$ cat src/core/capdesc_pkg.sv
package capdesc_pkg;

    // Register byte offsets
    localparam logic [7:0] OFS_CTRL = 8'h00;
    localparam logic [7:0] OFS_STATUS = 8'h04;
    localparam logic [7:0] OFS_SSP_ATTR = 8'h08;
    localparam logic [7:0] OFS_SSP_FUNC = 8'h0C;
    localparam logic [7:0] OFS_PLAT_DLEN = 8'h10;
    localparam logic [7:0] OFS_CID_UUID = 8'h20;
    localparam logic [7:0] OFS_PLAT_UUID = 8'h30;
    localparam logic [7:0] OFS_PLAT_DATA = 8'h40;
    localparam logic [7:0] OFS_SUBLINK = 8'h50;

    // Control register field positions
    localparam int CTRL_HUB_BIT = 0;
    localparam int CTRL_CID_EN_BIT = 1;
    localparam int CTRL_PLAT_EN_BIT = 2;
    localparam int CTRL_SSP_EN_BIT = 3;
    localparam int CTRL_LOCK_BIT = 4;
    localparam logic [4:0] CTRL_RESET = 5'h00;

    // Status register field positions
    localparam int STAT_CID_LEN_LSB = 0;
    localparam int STAT_PLAT_LEN_LSB = 8;
    localparam int STAT_SSP_LEN_LSB = 16;
    localparam int STAT_LOCK_BIT = 24;
    localparam int STAT_PRESENT_LSB = 25;

    // SuperSpeedPlus field positions
    localparam int ATTR_SSAC_LSB = 0;
    localparam int ATTR_SSIC_LSB = 5;
    localparam int FUNC_SSID_LSB = 0;
    localparam int FUNC_RX_LSB = 8;
    localparam int FUNC_TX_LSB = 12;
    localparam int SUBLINK_ID_W = 4;

    // Descriptor geometry
    localparam logic [7:0] CID_LEN = 8'h14;
    localparam logic [7:0] PLAT_BASE_LEN = 8'h14;
    localparam logic [7:0] SSP_BASE_LEN = 8'h0C;
    localparam logic [5:0] IDX_LEN = 6'h00;
    localparam logic [5:0] IDX_TYPE = 6'h01;
    localparam logic [5:0] IDX_CAP = 6'h02;
    localparam logic [5:0] IDX_RESV = 6'h03;
    localparam logic [5:0] IDX_UUID = 6'h04;
    localparam logic [5:0] IDX_PLAT_DATA = 6'h14;
    localparam logic [5:0] IDX_SSP_ATTR = 6'h04;
    localparam logic [5:0] IDX_SSP_FUNC = 6'h08;
    localparam logic [5:0] IDX_SSP_RESV = 6'h0A;
    localparam logic [5:0] IDX_SUBLINK = 6'h0C;
    localparam int PLAT_DATA_MAX = 8;
    localparam int SUBLINK_MAX = 4;
    localparam logic [4:0] SSAC_MAX = 5'h03;
    localparam logic [3:0] DLEN_MAX = 4'h8;

    typedef enum logic [1:0] {
        SEL_CID,
        SEL_PLAT,
        SEL_SSP,
        SEL_NONE
    } desc_sel_e;

    // All software-held descriptor contents
    typedef struct packed {
        logic [127:0] cid_uuid;
        logic [127:0] plat_uuid;
        logic [63:0] plat_data;
        logic [3:0] plat_dlen;
        logic [4:0] ssac;
        logic [3:0] ssic;
        logic [3:0] min_ssid;
        logic [3:0] min_rx;
        logic [3:0] min_tx;
        logic [127:0] sublink;
    } desc_fields_s;

    // One fetch request from the request handler
    typedef struct packed {
        logic req;
        desc_sel_e sel;
        logic [5:0] idx;
        logic direct;
    } fetch_req_s;

endpackage

$ cat src/core/capdesc_byte_mux.sv
`timescale 1ns/100ps
module capdesc_byte_mux
    import capdesc_pkg::*;
#(
    parameter logic [7:0] DESC_TYPE = 8'h10,
    parameter logic [7:0] CAP_CID = 8'h04,
    parameter logic [7:0] CAP_PLAT = 8'h05,
    parameter logic [7:0] CAP_SSP = 8'h0A
) (
    // Descriptor contents
    input wire desc_fields_s fields_i,
    input wire desc_sel_e sel_i,
    input wire logic [5:0] idx_i,
    // Byte and length
    output logic [7:0] byte_o,
    output logic [7:0] len_o
);

    logic [3:0] uoff;
    logic [2:0] doff;
    logic [3:0] soff;
    logic [31:0] attr_word;
    logic [15:0] func_word;

    // Offsets into the multi-byte fields
    assign uoff = 4'(idx_i - IDX_UUID);
    assign doff = 3'(idx_i - IDX_PLAT_DATA);
    assign soff = 4'(idx_i - IDX_SUBLINK);
    // Upper attribute bits are reserved and sent as zero
    assign attr_word = {23'h000000, fields_i.ssic, fields_i.ssac};
    // Full function is promised from this minimum upward; bits 7:4 stay zero
    assign func_word = {fields_i.min_tx, fields_i.min_rx, 4'h0, fields_i.min_ssid};

    // Length follows what is really streamed, variable parts included
    always_comb begin
        unique case (sel_i)
            SEL_CID: len_o = CID_LEN;
            SEL_PLAT: len_o = PLAT_BASE_LEN + {4'h0, fields_i.plat_dlen};
            SEL_SSP: len_o = SSP_BASE_LEN + {1'b0, fields_i.ssac, 2'b00} + 8'h04;
            SEL_NONE: len_o = 8'h00;
        endcase
    end

    // Byte selection; past the length reads zero, except the type byte at offset 1
    always_comb begin
        byte_o = 8'h00;
        if (idx_i == IDX_LEN) begin
            byte_o = len_o;
        end else if (idx_i == IDX_TYPE) begin
            byte_o = DESC_TYPE;
        end else if (idx_i == IDX_CAP) begin
            unique case (sel_i)
                SEL_CID: byte_o = CAP_CID;
                SEL_PLAT: byte_o = CAP_PLAT;
                SEL_SSP: byte_o = CAP_SSP;
                SEL_NONE: byte_o = 8'h00;
            endcase
        end else if (idx_i == IDX_RESV) begin
            byte_o = 8'h00;
        end else if ({2'b00, idx_i} < len_o) begin
            unique case (sel_i)
                SEL_CID: byte_o = fields_i.cid_uuid[uoff*8 +: 8];
                SEL_PLAT: begin
                    if (idx_i < IDX_PLAT_DATA) begin
                        byte_o = fields_i.plat_uuid[uoff*8 +: 8];
                    end else begin
                        byte_o = fields_i.plat_data[doff*8 +: 8];
                    end
                end
                SEL_SSP: begin
                    if (idx_i < IDX_SSP_FUNC) begin
                        byte_o = attr_word[idx_i[1:0]*8 +: 8];
                    end else if (idx_i < IDX_SSP_RESV) begin
                        byte_o = func_word[idx_i[0]*8 +: 8];
                    end else if (idx_i < IDX_SUBLINK) begin
                        byte_o = 8'h00;
                    end else begin
                        byte_o = fields_i.sublink[soff*8 +: 8];
                    end
                end
                SEL_NONE: byte_o = 8'h00;
            endcase
        end
    end

endmodule

$ cat src/core/capdesc_rom.sv
`timescale 1ns/100ps
// Operation
// - A hub always offers the Container ID descriptor; others may omit it.
// - Container ID offered in one operating mode is offered in all modes.
// - Container ID and SuperSpeedPlus are refused on direct standalone requests.
// - Container ID: length, type, capability, reserved, then 16-byte UUID at 4.
// - Container UUID is per-instance and identical across all modes.
// - Reserved byte at offset 3 is zero in all three descriptors.
// - Platform descriptor holds a 16-byte capability UUID at offset 4.
// - Platform descriptor appends zero or more data bytes from offset 20.
// - SuperSpeedPlus descriptor present on capable devices, its type in byte 2.
// - Attribute bits 4:0 hold entry count minus one; bits 31:9 reserved.
// - Attribute bits 8:5 hold speed identifier count minus one.
// - Functionality: min lane speed 3:0, reserved 7:4, rx 11:8, tx 15:12.
// - Full function is reported at every bandwidth at or above the minimum.
// - Reserved word at offset 10 and functionality bits 7:4 are zero.
// - Sublink speed entries are 4-byte words from offset 12, ID in low bits.
module capdesc_rom
    import capdesc_pkg::*;
#(
    // Arbitrary default values, set to the ones the system defines
    parameter logic [7:0] DESC_TYPE = 8'h10,
    parameter logic [7:0] CAP_CID = 8'h04,
    parameter logic [7:0] CAP_PLAT = 8'h05,
    parameter logic [7:0] CAP_SSP = 8'h0A
) (
    // Clock and reset
    input wire logic CLK_SYS_I,
    input wire logic RST_I,
    // Register port
    input wire logic [7:0] REG_ADDR_I,
    input wire logic [31:0] REG_WDATA_I,
    input wire logic REG_WR_I,
    input wire logic REG_RD_I,
    output logic [31:0] REG_RDATA_O,
    // Descriptor fetch port
    input wire fetch_req_s FETCH_I,
    output logic FETCH_VALID_O,
    output logic FETCH_MISS_O,
    output logic FETCH_LAST_O,
    output logic [7:0] FETCH_BYTE_O
);

    logic [4:0] ctrl_reg;
    logic [127:0] cid_uuid_reg;
    logic [127:0] plat_uuid_reg;
    logic [63:0] plat_data_reg;
    logic [3:0] plat_dlen_reg;
    logic [4:0] ssac_reg;
    logic [3:0] ssic_reg;
    logic [3:0] min_ssid_reg;
    logic [3:0] min_rx_reg;
    logic [3:0] min_tx_reg;
    logic [127:0] sublink_reg;
    logic [31:0] rdata_reg;
    logic [31:0] rdata_next;
    logic valid_reg;
    logic miss_reg;
    logic last_reg;
    logic [7:0] byte_reg;
    logic locked;
    logic cid_present;
    logic plat_present;
    logic ssp_present;
    logic sel_present;
    logic refuse;
    logic [7:0] mux_byte;
    logic [7:0] mux_len;
    logic [7:0] len_cid;
    logic [7:0] len_plat;
    logic [7:0] len_ssp;
    logic [4:0] ssac_w;
    logic [3:0] dlen_w;
    desc_fields_s fields;

    assign locked = ctrl_reg[CTRL_LOCK_BIT];
    // Presence depends on no mode input, so an offered descriptor stays offered
    assign cid_present = ctrl_reg[CTRL_HUB_BIT] | ctrl_reg[CTRL_CID_EN_BIT];
    assign plat_present = ctrl_reg[CTRL_PLAT_EN_BIT];
    assign ssp_present = ctrl_reg[CTRL_SSP_EN_BIT];
    // Clamp counts so the stored fields never outgrow the storage behind them
    assign ssac_w = (REG_WDATA_I[ATTR_SSAC_LSB +: 5] > SSAC_MAX) ?
        SSAC_MAX : REG_WDATA_I[ATTR_SSAC_LSB +: 5];
    assign dlen_w = (REG_WDATA_I[3:0] > DLEN_MAX) ? DLEN_MAX : REG_WDATA_I[3:0];

    // Control; lock is sticky and freezes the container identity
    always_ff @(posedge CLK_SYS_I or posedge RST_I) begin
        if (RST_I) begin
            ctrl_reg <= CTRL_RESET;
        end else if (REG_WR_I && REG_ADDR_I == OFS_CTRL) begin
            if (locked) begin
                ctrl_reg[CTRL_PLAT_EN_BIT] <= REG_WDATA_I[CTRL_PLAT_EN_BIT];
                ctrl_reg[CTRL_SSP_EN_BIT] <= REG_WDATA_I[CTRL_SSP_EN_BIT];
            end else begin
                ctrl_reg <= REG_WDATA_I[4:0];
            end
        end
    end

    // Container UUID words; frozen once locked so every mode sees one value
    always_ff @(posedge CLK_SYS_I or posedge RST_I) begin
        if (RST_I) begin
            cid_uuid_reg <= 128'h0;
        end else if (REG_WR_I && !locked && REG_ADDR_I[7:4] == OFS_CID_UUID[7:4]) begin
            cid_uuid_reg[REG_ADDR_I[3:2]*32 +: 32] <= REG_WDATA_I;
        end
    end

    // Platform UUID and capability data
    always_ff @(posedge CLK_SYS_I or posedge RST_I) begin
        if (RST_I) begin
            plat_uuid_reg <= 128'h0;
            plat_data_reg <= 64'h0;
            plat_dlen_reg <= 4'h0;
        end else if (REG_WR_I) begin
            if (REG_ADDR_I[7:4] == OFS_PLAT_UUID[7:4]) begin
                plat_uuid_reg[REG_ADDR_I[3:2]*32 +: 32] <= REG_WDATA_I;
            end else if (REG_ADDR_I[7:3] == OFS_PLAT_DATA[7:3]) begin
                plat_data_reg[REG_ADDR_I[2]*32 +: 32] <= REG_WDATA_I;
            end else if (REG_ADDR_I == OFS_PLAT_DLEN) begin
                plat_dlen_reg <= dlen_w;
            end
        end
    end

    // SuperSpeedPlus counts, minimum functionality and sublink entries
    always_ff @(posedge CLK_SYS_I or posedge RST_I) begin
        if (RST_I) begin
            ssac_reg <= 5'h00;
            ssic_reg <= 4'h0;
            min_ssid_reg <= 4'h0;
            min_rx_reg <= 4'h0;
            min_tx_reg <= 4'h0;
            sublink_reg <= 128'h0;
        end else if (REG_WR_I) begin
            if (REG_ADDR_I == OFS_SSP_ATTR) begin
                ssac_reg <= ssac_w;
                ssic_reg <= REG_WDATA_I[ATTR_SSIC_LSB +: 4];
            end else if (REG_ADDR_I == OFS_SSP_FUNC) begin
                min_ssid_reg <= REG_WDATA_I[FUNC_SSID_LSB +: 4];
                min_rx_reg <= REG_WDATA_I[FUNC_RX_LSB +: 4];
                min_tx_reg <= REG_WDATA_I[FUNC_TX_LSB +: 4];
            end else if (REG_ADDR_I[7:4] == OFS_SUBLINK[7:4]) begin
                sublink_reg[REG_ADDR_I[3:2]*32 +: 32] <= REG_WDATA_I;
            end
        end
    end

    assign fields = '{
        cid_uuid: cid_uuid_reg,
        plat_uuid: plat_uuid_reg,
        plat_data: plat_data_reg,
        plat_dlen: plat_dlen_reg,
        ssac: ssac_reg,
        ssic: ssic_reg,
        min_ssid: min_ssid_reg,
        min_rx: min_rx_reg,
        min_tx: min_tx_reg,
        sublink: sublink_reg
    };

    // Lengths for status, same formula as the streamed bytes
    assign len_cid = CID_LEN;
    assign len_plat = PLAT_BASE_LEN + {4'h0, plat_dlen_reg};
    assign len_ssp = SSP_BASE_LEN + {1'b0, ssac_reg, 2'b00} + 8'h04;

    // Read decode; unmapped addresses read zero
    always_comb begin
        rdata_next = 32'h0;
        if (REG_ADDR_I == OFS_CTRL) begin
            rdata_next = {27'h0, ctrl_reg};
        end else if (REG_ADDR_I == OFS_STATUS) begin
            rdata_next[STAT_CID_LEN_LSB +: 8] = cid_present ? len_cid : 8'h00;
            rdata_next[STAT_PLAT_LEN_LSB +: 8] = plat_present ? len_plat : 8'h00;
            rdata_next[STAT_SSP_LEN_LSB +: 8] = ssp_present ? len_ssp : 8'h00;
            rdata_next[STAT_LOCK_BIT] = locked;
            rdata_next[STAT_PRESENT_LSB +: 3] = {ssp_present, plat_present, cid_present};
        end else if (REG_ADDR_I == OFS_SSP_ATTR) begin
            rdata_next = {23'h0, ssic_reg, ssac_reg};
        end else if (REG_ADDR_I == OFS_SSP_FUNC) begin
            rdata_next = {16'h0, min_tx_reg, min_rx_reg, 4'h0, min_ssid_reg};
        end else if (REG_ADDR_I == OFS_PLAT_DLEN) begin
            rdata_next = {28'h0, plat_dlen_reg};
        end else if (REG_ADDR_I[7:4] == OFS_CID_UUID[7:4]) begin
            rdata_next = cid_uuid_reg[REG_ADDR_I[3:2]*32 +: 32];
        end else if (REG_ADDR_I[7:4] == OFS_PLAT_UUID[7:4]) begin
            rdata_next = plat_uuid_reg[REG_ADDR_I[3:2]*32 +: 32];
        end else if (REG_ADDR_I[7:3] == OFS_PLAT_DATA[7:3]) begin
            rdata_next = plat_data_reg[REG_ADDR_I[2]*32 +: 32];
        end else if (REG_ADDR_I[7:4] == OFS_SUBLINK[7:4]) begin
            rdata_next = sublink_reg[REG_ADDR_I[3:2]*32 +: 32];
        end
    end

    // Read data stands only in the cycle after the strobe
    always_ff @(posedge CLK_SYS_I or posedge RST_I) begin
        if (RST_I) begin
            rdata_reg <= 32'h0;
        end else begin
            rdata_reg <= REG_RD_I ? rdata_next : 32'h0;
        end
    end
    assign REG_RDATA_O = rdata_reg;

    capdesc_byte_mux #(
        .DESC_TYPE(DESC_TYPE),
        .CAP_CID(CAP_CID),
        .CAP_PLAT(CAP_PLAT),
        .CAP_SSP(CAP_SSP)
    ) u_mux (
        .fields_i(fields),
        .sel_i(FETCH_I.sel),
        .idx_i(FETCH_I.idx),
        .byte_o(mux_byte),
        .len_o(mux_len)
    );

    // Refusal: absent descriptor, past its end, or a direct standalone fetch of any descriptor but the platform one
    always_comb begin
        unique case (FETCH_I.sel)
            SEL_CID: sel_present = cid_present;
            SEL_PLAT: sel_present = plat_present;
            SEL_SSP: sel_present = ssp_present;
            SEL_NONE: sel_present = 1'b0;
        endcase
    end
    assign refuse = !sel_present || ({2'b00, FETCH_I.idx} >= mux_len) ||
        (FETCH_I.direct && FETCH_I.sel != SEL_PLAT);

    // Fetch answer one cycle after the request; a refused byte reads zero
    always_ff @(posedge CLK_SYS_I or posedge RST_I) begin
        if (RST_I) begin
            valid_reg <= 1'b0;
            miss_reg <= 1'b0;
            last_reg <= 1'b0;
            byte_reg <= 8'h00;
        end else begin
            valid_reg <= FETCH_I.req;
            miss_reg <= FETCH_I.req && refuse;
            last_reg <= FETCH_I.req && !refuse && ({2'b00, FETCH_I.idx} == mux_len - 8'h01);
            byte_reg <= (FETCH_I.req && !refuse) ? mux_byte : 8'h00;
        end
    end
    assign FETCH_VALID_O = valid_reg;
    assign FETCH_MISS_O = miss_reg;
    assign FETCH_LAST_O = last_reg;
    assign FETCH_BYTE_O = byte_reg;

    a_hub_offers_cid: assert property (@(posedge CLK_SYS_I) disable iff (RST_I)
        FETCH_I.req && FETCH_I.sel == SEL_CID && !FETCH_I.direct &&
        ctrl_reg[CTRL_HUB_BIT] && FETCH_I.idx < 6'h14 |=> FETCH_VALID_O && !FETCH_MISS_O)
        else $error("hub refused its container descriptor");

    a_direct_refused: assert property (@(posedge CLK_SYS_I) disable iff (RST_I)
        FETCH_I.req && FETCH_I.direct && FETCH_I.sel != SEL_PLAT
        |=> FETCH_MISS_O && FETCH_BYTE_O == 8'h00)
        else $error("direct fetch was served");

    a_cid_uuid_frozen: assert property (@(posedge CLK_SYS_I) disable iff (RST_I)
        locked |=> $stable(cid_uuid_reg) && cid_present == $past(cid_present))
        else $error("container identity changed after lock");

    a_resv_byte_zero: assert property (@(posedge CLK_SYS_I) disable iff (RST_I)
        FETCH_I.req && FETCH_I.idx == IDX_RESV |=> FETCH_BYTE_O == 8'h00)
        else $error("reserved byte not zero");

    a_cid_uuid_byte: assert property (@(posedge CLK_SYS_I) disable iff (RST_I)
        FETCH_I.req && !refuse && FETCH_I.sel == SEL_CID && FETCH_I.idx == 6'h04
        |=> FETCH_BYTE_O == $past(cid_uuid_reg[7:0]))
        else $error("container uuid misplaced");

    a_ssp_cap_type: assert property (@(posedge CLK_SYS_I) disable iff (RST_I)
        FETCH_I.req && !refuse && FETCH_I.sel == SEL_SSP && FETCH_I.idx == IDX_CAP
        |=> FETCH_BYTE_O == CAP_SSP)
        else $error("wrong capability type byte");

    a_ssp_length: assert property (@(posedge CLK_SYS_I) disable iff (RST_I)
        FETCH_I.req && !refuse && FETCH_I.sel == SEL_SSP && FETCH_I.idx == IDX_LEN
        |=> FETCH_BYTE_O == 8'h10 + {1'b0, ssac_reg, 2'b00})
        else $error("length byte does not match entries");

    a_attr_resv_zero: assert property (@(posedge CLK_SYS_I) disable iff (RST_I)
        FETCH_I.req && !refuse && FETCH_I.sel == SEL_SSP && FETCH_I.idx == 6'h05
        |=> FETCH_BYTE_O[7:1] == 7'h00 && FETCH_BYTE_O[0] == $past(ssic_reg[3]))
        else $error("attribute reserved bits set");

    a_func_resv_zero: assert property (@(posedge CLK_SYS_I) disable iff (RST_I)
        FETCH_I.req && !refuse && FETCH_I.sel == SEL_SSP && FETCH_I.idx == IDX_SSP_FUNC
        |=> FETCH_BYTE_O == {4'h0, $past(min_ssid_reg)})
        else $error("functionality low byte wrong");

    a_plat_tail_end: assert property (@(posedge CLK_SYS_I) disable iff (RST_I)
        FETCH_I.req && plat_present && FETCH_I.sel == SEL_PLAT && !FETCH_I.direct &&
        FETCH_I.idx == 6'h13 + {2'b00, plat_dlen_reg} |=> FETCH_LAST_O && !FETCH_MISS_O)
        else $error("platform data end misplaced");

    // Both bytes of the reserved word read zero whether served or refused
    a_ssp_resv_word: assert property (@(posedge CLK_SYS_I) disable iff (RST_I)
        FETCH_I.req && FETCH_I.sel == SEL_SSP && FETCH_I.idx[5:1] == IDX_SSP_RESV[5:1]
        |=> FETCH_BYTE_O == 8'h00)
        else $error("reserved word not zero");

    a_sublink_entry: assert property (@(posedge CLK_SYS_I) disable iff (RST_I)
        FETCH_I.req && !refuse && FETCH_I.sel == SEL_SSP && FETCH_I.idx == IDX_SUBLINK
        |=> FETCH_BYTE_O == $past(sublink_reg[7:0]))
        else $error("sublink entry misplaced");

endmodule

$ cat config.mk
export PLATFORM = sky130hd
export DESIGN_NAME = capdesc_rom
export DESIGN_NICKNAME = d
export VERILOG_FILES = /design/src/core/capdesc_pkg.sv /design/src/core/capdesc_byte_mux.sv /design/src/core/capdesc_rom.sv
export SDC_FILE = /design/constraint.sdc
export NUM_CORES = 1
export LEC_CHECK = 0
export ABC_AREA = 1
export BUFFER_PORTS_ARGS = -buffer_cell sky130_fd_sc_hd__clkbuf_2
export CELL_PAD_IN_SITES_DETAIL_PLACEMENT = 1
export CELL_PAD_IN_SITES_GLOBAL_PLACEMENT = 2
export CORE_AREA = 3 3 302 304
export CTS_CLUSTER_DIAMETER = 60
export DETAILED_ROUTE_END_ITERATION = 8
export DIE_AREA = 0 0 305 307
export PLACE_DENSITY = 0.78
export SYNTH_ARGS = -nofsm -noshare
export SYNTH_HDL_FRONTEND = slang
export SYNTH_HIERARCHICAL = 1
export SYNTH_SLANG_ARGS = --single-unit
$ cat constraint.sdc
create_clock -name CLK_SYS_I -period 19.16 [get_ports CLK_SYS_I]
set_input_delay 3.832 -clock CLK_SYS_I [delete_from_list [all_inputs] [get_ports CLK_SYS_I]]
set_output_delay 3.832 -clock CLK_SYS_I [all_outputs]
set_load 0.01 [all_outputs]
# ---- Word-level counts from Yosys, hierarchy flattened
# Index checks and enable logic that the tools add are counted.
dict set report op_classes {
  bitwise 6
  n_eq_ne 16
  n_reduce_logical 22
  n_addsub 9
  n_lt_le_gt_ge 8
  shifts 14
  mux 35
}
# cell count
set op_table {}
lappend op_table {{bitwise mux 128 bit} 3}
lappend op_table {{variable part select 128 x 8 -> 32 bit} 3}
lappend op_table {{variable part select 128 x 8 -> 8 bit} 3}
lappend op_table {{two-way mux 32 bit} 9}
lappend op_table {{variable shift 32 x 34 -> 128 bit (first input constant)} 1}
lappend op_table {{variable part select 32 x 34 -> 128 bit} 1}
lappend op_table {{one-hot mux 8 bit (4 select lines)} 3}
lappend op_table {{two-way mux 8 bit} 11}
lappend op_table {{bitwise mux 64 bit} 1}
lappend op_table {{variable shift 32 x 34 -> 64 bit (first input constant)} 1}
lappend op_table {{variable part select 32 x 34 -> 64 bit} 1}
lappend op_table {{variable part select 64 x 7 -> 32 bit} 1}
lappend op_table {{variable part select 64 x 7 -> 8 bit} 1}
lappend op_table {{negator 6 -> 34 bit} 1}
lappend op_table {{negator 7 -> 34 bit} 1}
lappend op_table {{variable part select 32 x 6 -> 8 bit} 1}
lappend op_table {{two-way mux 28 bit} 1}
lappend op_table {{< comparator 6 x 4 -> 1 bit (second input constant)} 3}
lappend op_table {{equality test 8 x 4 -> 1 bit (second input constant)} 2}
lappend op_table {{variable part select 16 x 5 -> 8 bit} 1}
lappend op_table {{equality test 6 x 2 -> 1 bit (second input constant)} 2}
lappend op_table {{two-way mux 5 bit} 2}
lappend op_table {{adder 4 x 7 -> 8 bit (first input constant)} 1}
lappend op_table {{adder 8 x 3 -> 8 bit (second input constant)} 1}
lappend op_table {{other kinds (35)} 55}
dict set report word_totals {
  input_bits 54
  output_inout_bits 43
  word_cells 127
  regBits 521
}

# ---- Logic depth before layout (Yosys ltp)
dict set report depth {
  depth_word 12
  mapped_depth 20
  ltp_nobuf 18
}

# ---- Cells and area by module
# The synthesis kept the hierarchy.
# mod area_per_inst_um2 seq_area_each_um2 n_inst cells_per_inst
set modules_own_cells {}
lappend modules_own_cells {capdesc_rom 25157.9 13037.5 1 2894}
lappend modules_own_cells {capdesc_byte_mux 4911.0 0.0 1 1080}

# ---- Least setup slack after synthesis
# OpenSTA, ideal clock, no wires.
dict set report synth_timing {
  path_type {input port to flip-flop}
  from {input port REG_ADDR_I[2]}
  to {register rdata_reg[10], in the netlist REG_RDATA_O[10]}
  arrival_ns 6.020
  path_buffers 4
  cell_stages 15
  t_required_ns 19.028
  setup_ns 0.132
  path_slack_ns 13.008
  cell_sequence {inv_2 > clkbuf_1 > clkbuf_1 > ha_1 > clkbuf_1 > nand2_1 > nor2_1 > inv_1 > nand2_2 > nor2_1 > inv_1 > buf_2 > o21ai_0 > inv_1 > a21oi_1}
}
dict set report synth_between {
  elab_chain_cells 11
  elab_cells_between_ends 19
  classes_between {4 x eq/ne; 4 x shift; 10 x mux; 1 x reduce/logical}
}
# item line
set synth_lines {}
lappend synth_lines {{from (decl)} capdesc_rom.sv:31} ;# input wire logic [7:0] REG_ADDR_I,
lappend synth_lines {{variable part select 128 x 8 -> 32 bit} capdesc_rom.sv:191} ;# rdata_next = sublink_reg[REG_ADDR_I[3:2]*32 +: 32];
lappend synth_lines {{two-way mux 32 bit} capdesc_rom.sv:190} ;# end else if (REG_ADDR_I[7:4] == OFS_SUBLINK[7:4]) begin
lappend synth_lines {{two-way mux 32 bit} capdesc_rom.sv:188} ;# end else if (REG_ADDR_I[7:3] == OFS_PLAT_DATA[7:3]) begin
lappend synth_lines {{two-way mux 32 bit} capdesc_rom.sv:186} ;# end else if (REG_ADDR_I[7:4] == OFS_PLAT_UUID[7:4]) begin
lappend synth_lines {{two-way mux 32 bit} capdesc_rom.sv:184} ;# end else if (REG_ADDR_I[7:4] == OFS_CID_UUID[7:4]) begin
lappend synth_lines {{two-way mux 32 bit} capdesc_rom.sv:182} ;# end else if (REG_ADDR_I == OFS_PLAT_DLEN) begin
lappend synth_lines {{two-way mux 32 bit} capdesc_rom.sv:180} ;# end else if (REG_ADDR_I == OFS_SSP_FUNC) begin
lappend synth_lines {{two-way mux 32 bit} capdesc_rom.sv:178} ;# end else if (REG_ADDR_I == OFS_SSP_ATTR) begin
lappend synth_lines {{two-way mux 28 bit} capdesc_rom.sv:172} ;# end else if (REG_ADDR_I == OFS_STATUS) begin
lappend synth_lines {{two-way mux 32 bit *} capdesc_rom.sv:170} ;# if (REG_ADDR_I == OFS_CTRL) begin
lappend synth_lines {{two-way mux 32 bit *} capdesc_rom.sv:200} ;# rdata_reg <= REG_RD_I ? rdata_next : 32'h0;
lappend synth_lines {{to (signal assigned)} capdesc_rom.sv:200}
lappend synth_lines {{to (decl)} capdesc_rom.sv:55} ;# logic [31:0] rdata_reg;
# Mark *: on every way between the ends. The rest lies on a longest branch, timed or not.
# A chain may end at the register's enable or synchronous reset.

# ---- Final worst setup path
dict set report layout_timing {
  from {input port FETCH_I[3] (netlist bit)}
  to {register byte_reg[7], in the netlist FETCH_BYTE_O[7]}
}
dict set report layout_between {
  elab_chain_cells 12
  elab_cells_between_ends 32
  classes_between {3 x add/sub; 6 x order compare; 3 x eq/ne; 4 x shift; 11 x mux; 5 x reduce/logical}
}
# item line
set layout_lines {}
lappend layout_lines {{from (decl)} capdesc_rom.sv:37} ;# input wire fetch_req_s FETCH_I,
lappend layout_lines {{subtractor 4 bit} capdesc_byte_mux.sv:28} ;# assign soff = 4'(idx_i - IDX_SUBLINK);
lappend layout_lines {{variable part select 128 x 8 -> 8 bit} capdesc_byte_mux.sv:78} ;# byte_o = fields_i.sublink[soff*8 +: 8];
lappend layout_lines {{two-way mux 8 bit} capdesc_byte_mux.sv:75} ;# end else if (idx_i < IDX_SUBLINK) begin
lappend layout_lines {{two-way mux 8 bit} capdesc_byte_mux.sv:73} ;# end else if (idx_i < IDX_SSP_RESV) begin
lappend layout_lines {{two-way mux 8 bit} capdesc_byte_mux.sv:71} ;# if (idx_i < IDX_SSP_FUNC) begin
lappend layout_lines {{one-hot mux 8 bit (4 select lines)} capdesc_byte_mux.sv:61} ;# unique case (sel_i)
lappend layout_lines {{two-way mux 8 bit} capdesc_byte_mux.sv:60} ;# end else if ({2'b00, idx_i} < len_o) begin
lappend layout_lines {{two-way mux 8 bit} capdesc_byte_mux.sv:58} ;# end else if (idx_i == IDX_RESV) begin
lappend layout_lines {{two-way mux 8 bit} capdesc_byte_mux.sv:51} ;# end else if (idx_i == IDX_CAP) begin
lappend layout_lines {{two-way mux 8 bit} capdesc_byte_mux.sv:49} ;# end else if (idx_i == IDX_TYPE) begin
lappend layout_lines {{two-way mux 8 bit *} capdesc_byte_mux.sv:47} ;# if (idx_i == IDX_LEN) begin
lappend layout_lines {{named net mux_byte[7]} capdesc_rom.sv:67} ;# logic [7:0] mux_byte;
lappend layout_lines {{two-way mux 8 bit *} capdesc_rom.sv:241} ;# byte_reg <= (FETCH_I.req && !refuse) ? mux_byte : 8'h00;
lappend layout_lines {{to (signal assigned)} capdesc_rom.sv:241}
lappend layout_lines {{to (decl)} capdesc_rom.sv:60} ;# logic [7:0] byte_reg;
# The timed path passes the listed nets; every way through them passes the cells marked *.

==> run summary <==
CTS
--------------------------------------------------------------------------------
TritonCTS clock tree                                                         yes
Clock insertion delay at the later pin of the skew report                0.63 ns
Clock root buffer master                                            sky130_fd_sc_hd__clkbuf_16
Resized Gates After CTS                                                        0
Clk slew on worst S/H paths                                              0.06 ns
Hold buffer count at CTS                                                       0
Deepest level of the CTS H-tree                                                3
TritonCTS Buffers                                                             69
CTS sink count                                                               521
Number of post-CTS setup repair buffers                                        0
Maximum count of clock buffers along a single path                             3

STA
--------------------------------------------------------------------------------
Time the worst path needs with I/O delays and setup                      7.45 ns
Setup repair after global routing missed its margin                           no
Count of endpoints failing hold in the final timing report                     0
Clock skew after layout                                                0.0213 ns
Pins Over Slew Limit                                                           0
Final setup TNS                                                             0 ns
Worst slew margin                                                          27.5%
Transition time of the tightest slew-check pin                           1.08 ns
Final setup violation count                                                    0
Period Utilization, post-route                                             38.9%
Achievable frequency                                                     134 MHz

GLOBAL ROUTING
--------------------------------------------------------------------------------
Total congestion overflow                                                      0
First-pass GRT wire length                                                214 mm
Number of antenna violations at the first check in global routing              5
Vias in the first global route                                             30159
Total Routing Usage GR                                                     31.1%
Largest net degree at the start of global routing                             92

SETUP PATH
--------------------------------------------------------------------------------
Depth of the most critical reg-to-reg path                                    14
Critical Path Fanout Max                                                      26
CP Class                                                            input port to register
Crit Reg-Reg Endpoint                                               FETCH_BYTE_O[0]$_DFF_PP0_
Internal reg-to-reg setup slack                                         15.80 ns
Kind of start point of the critical path                              input port
Arrival time worst endpoint                                              7.98 ns
Crit path capture type                                                  register
Start of the worst register-to-register path                        ssac_reg[2]$_DFFE_PP0P_
Critical path data required time                                        19.69 ns

LOGIC SYNTHESIS
--------------------------------------------------------------------------------
Library cell with the highest instance count after synthesis        sky130_fd_sc_hd__nand2_1
Area fraction of the dominant cell type after synthesis                    43.4%
Post-Syn Nets                                                               4056
Post-synth top cells                                                sky130_fd_sc_hd__nand2_1 (1156), sky130_fd_sc_hd__dfrtp_1 (521), sky130_fd_sc_hd__o21ai_0 (418)
Post-synth ARST share                                                       100%
Largest cells by area after synthesis                               sky130_fd_sc_hd__dfrtp_1 (43%), sky130_fd_sc_hd__nand2_1 (14%), sky130_fd_sc_hd__o21ai_0 (7.0%)
Dominant cell type by area after synthesis                          sky130_fd_sc_hd__dfrtp_1
Number of warnings issued by yosys                                             6
Number of synthesized register bits                                          521
Count of mapped cells out of synthesis                                      3974
Portion of the post-synthesis area used by sequential elements             43.4%
Synth cell types                                                              50
Dominant synthesized flop cell                                      sky130_fd_sc_hd__dfrtp_1
Post-Synthesis Cell Area                                               30100 um2
Mean area per synthesized cell                                          7.57 um2
Count of flip-flops with a built-in enable after synthesis                     0

POWER
--------------------------------------------------------------------------------
Power density cells                                                  89.8 nW/um2
Largest vdd supply drop                                                0.0622 mV
Static power due to leakage                                              16.4 nW

DRT
--------------------------------------------------------------------------------
Number of vias in the routed layout                                        29595
Detailed Route Iter0 Violations                                             2787
Per-cell via count in the routed design                                     5.71
Wire length reported by the detailed router                               148 mm
Residual DRC count                                                             0
First-pass iteration count of the detailed router                              5
Average detailed-routed wire length per instance                         28.5 um
ANT nets after route                                                           0

DIE
--------------------------------------------------------------------------------
Chip width                                                                305 um
Row cnt                                                                      109
Core outline area                                                      88500 um2
Die Outline Area                                                       93600 um2
Effective utilization at floorplan                                         34.0%
Die Y                                                                     307 um
Top Ports                                                                     97

LAYOUT
--------------------------------------------------------------------------------
Share of post-route cells with drive strength above 1                      12.6%
Layout-stage area growth over the synthesis result                         12.5%
Fin nets                                                                    4037
Count of non-filler cells in the finished layout                            5179

HOLD PATH
--------------------------------------------------------------------------------
Cell depth of the worst min-delay path                                         2
Worst hold path startpoint                                          plat_data_reg[55]$_DFFE_PP0P_
Tightest Hold Check Type                                            register to register
WHS Endpoint                                                        plat_data_reg[55]$_DFFE_PP0P_

PLACEMENT
--------------------------------------------------------------------------------
Number of buffer cells added on primary ports                                 96
Last weighted congestion value of the routability-driven placer            0.894
Cell Count Post-Placement                                                   5049
Placed wire-length estimate                                              95.7 mm

RUN STATUS
--------------------------------------------------------------------------------
Status                                                                 completed

JOB
--------------------------------------------------------------------------------
Max-capacitance violation count                                                0

## worst max-delay path, stage by stage
cell	delay [ns]
sky130_fd_sc_hd__clkbuf_2	0.67
sky130_fd_sc_hd__inv_2	0.11
sky130_fd_sc_hd__ha_1	0.26
sky130_fd_sc_hd__o21ai_2	0.78
sky130_fd_sc_hd__clkinv_1	1.05
sky130_fd_sc_hd__a31oi_1	0.40
sky130_fd_sc_hd__o21ai_0	0.13
sky130_fd_sc_hd__nand2_1	0.22
sky130_fd_sc_hd__nand2_1	0.08
sky130_fd_sc_hd__nand3_1	0.10
sky130_fd_sc_hd__nand2_1	0.11
sky130_fd_sc_hd__nand2_1	0.08
sky130_fd_sc_hd__inv_1	0.04
sky130_fd_sc_hd__nor2_1	0.09
## cell usage in the layout (no fill, tap or decap), drive strengths merged, types with 51 or more instances in the layout
master,count
a21oi,202
buf,65
clkbuf,189
dfrtp,521
inv,324
mux2,220
nand2,1161
nand3,197
nand4,66
nor2,379
nor3,51
o21ai,426
## power breakdown
group | internal [W] | switching (W) | total (W)
Clock | 0.000820 | 0.000550 | 0.00137
Sequential | 0.00117 | 0.0000551 | 0.00123
Combinational | 0.000115 | 0.000323 | 0.000438
## cell type report
class,count,area (um2)
diodes,5,12.5
repair buffers,158,973
inverters,321,1220
well taps,1165,1460
clock buffers,96,2010
multi-input cells,2884,14800
clock inverters,29,350
flip-flops and latches,521,13000
fillers,10829,54700
## worst max-delay path by stage
| stage | from | endpoint | slack (ns) |
|---|---|---|---|
| floorplan | RST_I | FETCH_BYTE_O[0]$_DFF_PP0_ | 0.77 |
| global placement | FETCH_I[3] | FETCH_BYTE_O[7]$_DFF_PP0_ | 11.32 |
| detailed placement | FETCH_I[3] | FETCH_BYTE_O[7]$_DFF_PP0_ | 11.31 |
| CTS | FETCH_I[3] | FETCH_BYTE_O[7]$_DFF_PP0_ | 11.94 |
| global route | FETCH_I[3] | FETCH_BYTE_O[7]$_DFF_PP0_ | 11.80 |
| finish | FETCH_I[3] | FETCH_BYTE_O[7]$_DFF_PP0_ | 11.71 |
## cell families (layout without fill, tap and decap cells)
logic type,Yosys count,count (layout),share of synthesized area [%]
flops,521,521,43.4
simple gates,1892,1892,26.0
fa+ha+maj,28,28,1.17
other cells,0,5,0
xor+xnor,9,9,0.262
compound gates,728,728,13.0
mux,227,227,8.47
buf+inv,569,604,7.81
## routing by layer
layer  up-vias  share of wire, %  wire [um]  global-route usage, %
li1      12987                 -          -                      -
met1     14999                43      64100                   42.2
met2      1290                44      65000                   48.6
met3       315               7.7      11300                   5.54
met4         4               5.0       7360                   14.2
met5         -             0.021         31                      0
## stage by stage
stage	area (um2)	util, %	hold WS [ns]	setup WS [ns]	total power [W]
2_1_floorplan	30100	-	0.467	0.773	0.00149
3_3_place_gp	31400	35.5	0.488	11.32	0.00167
3_5_place_dp	31400	35.5	0.496	11.31	0.00168
4_1_cts	33800	38.2	0.509	11.94	0.00305
5_1_grt	33800	38.2	0.535	11.80	0.00315
6_report	33800	38.2	0.510	11.71	0.00304
No activity file was read; power rests on OpenSTA's default activity.
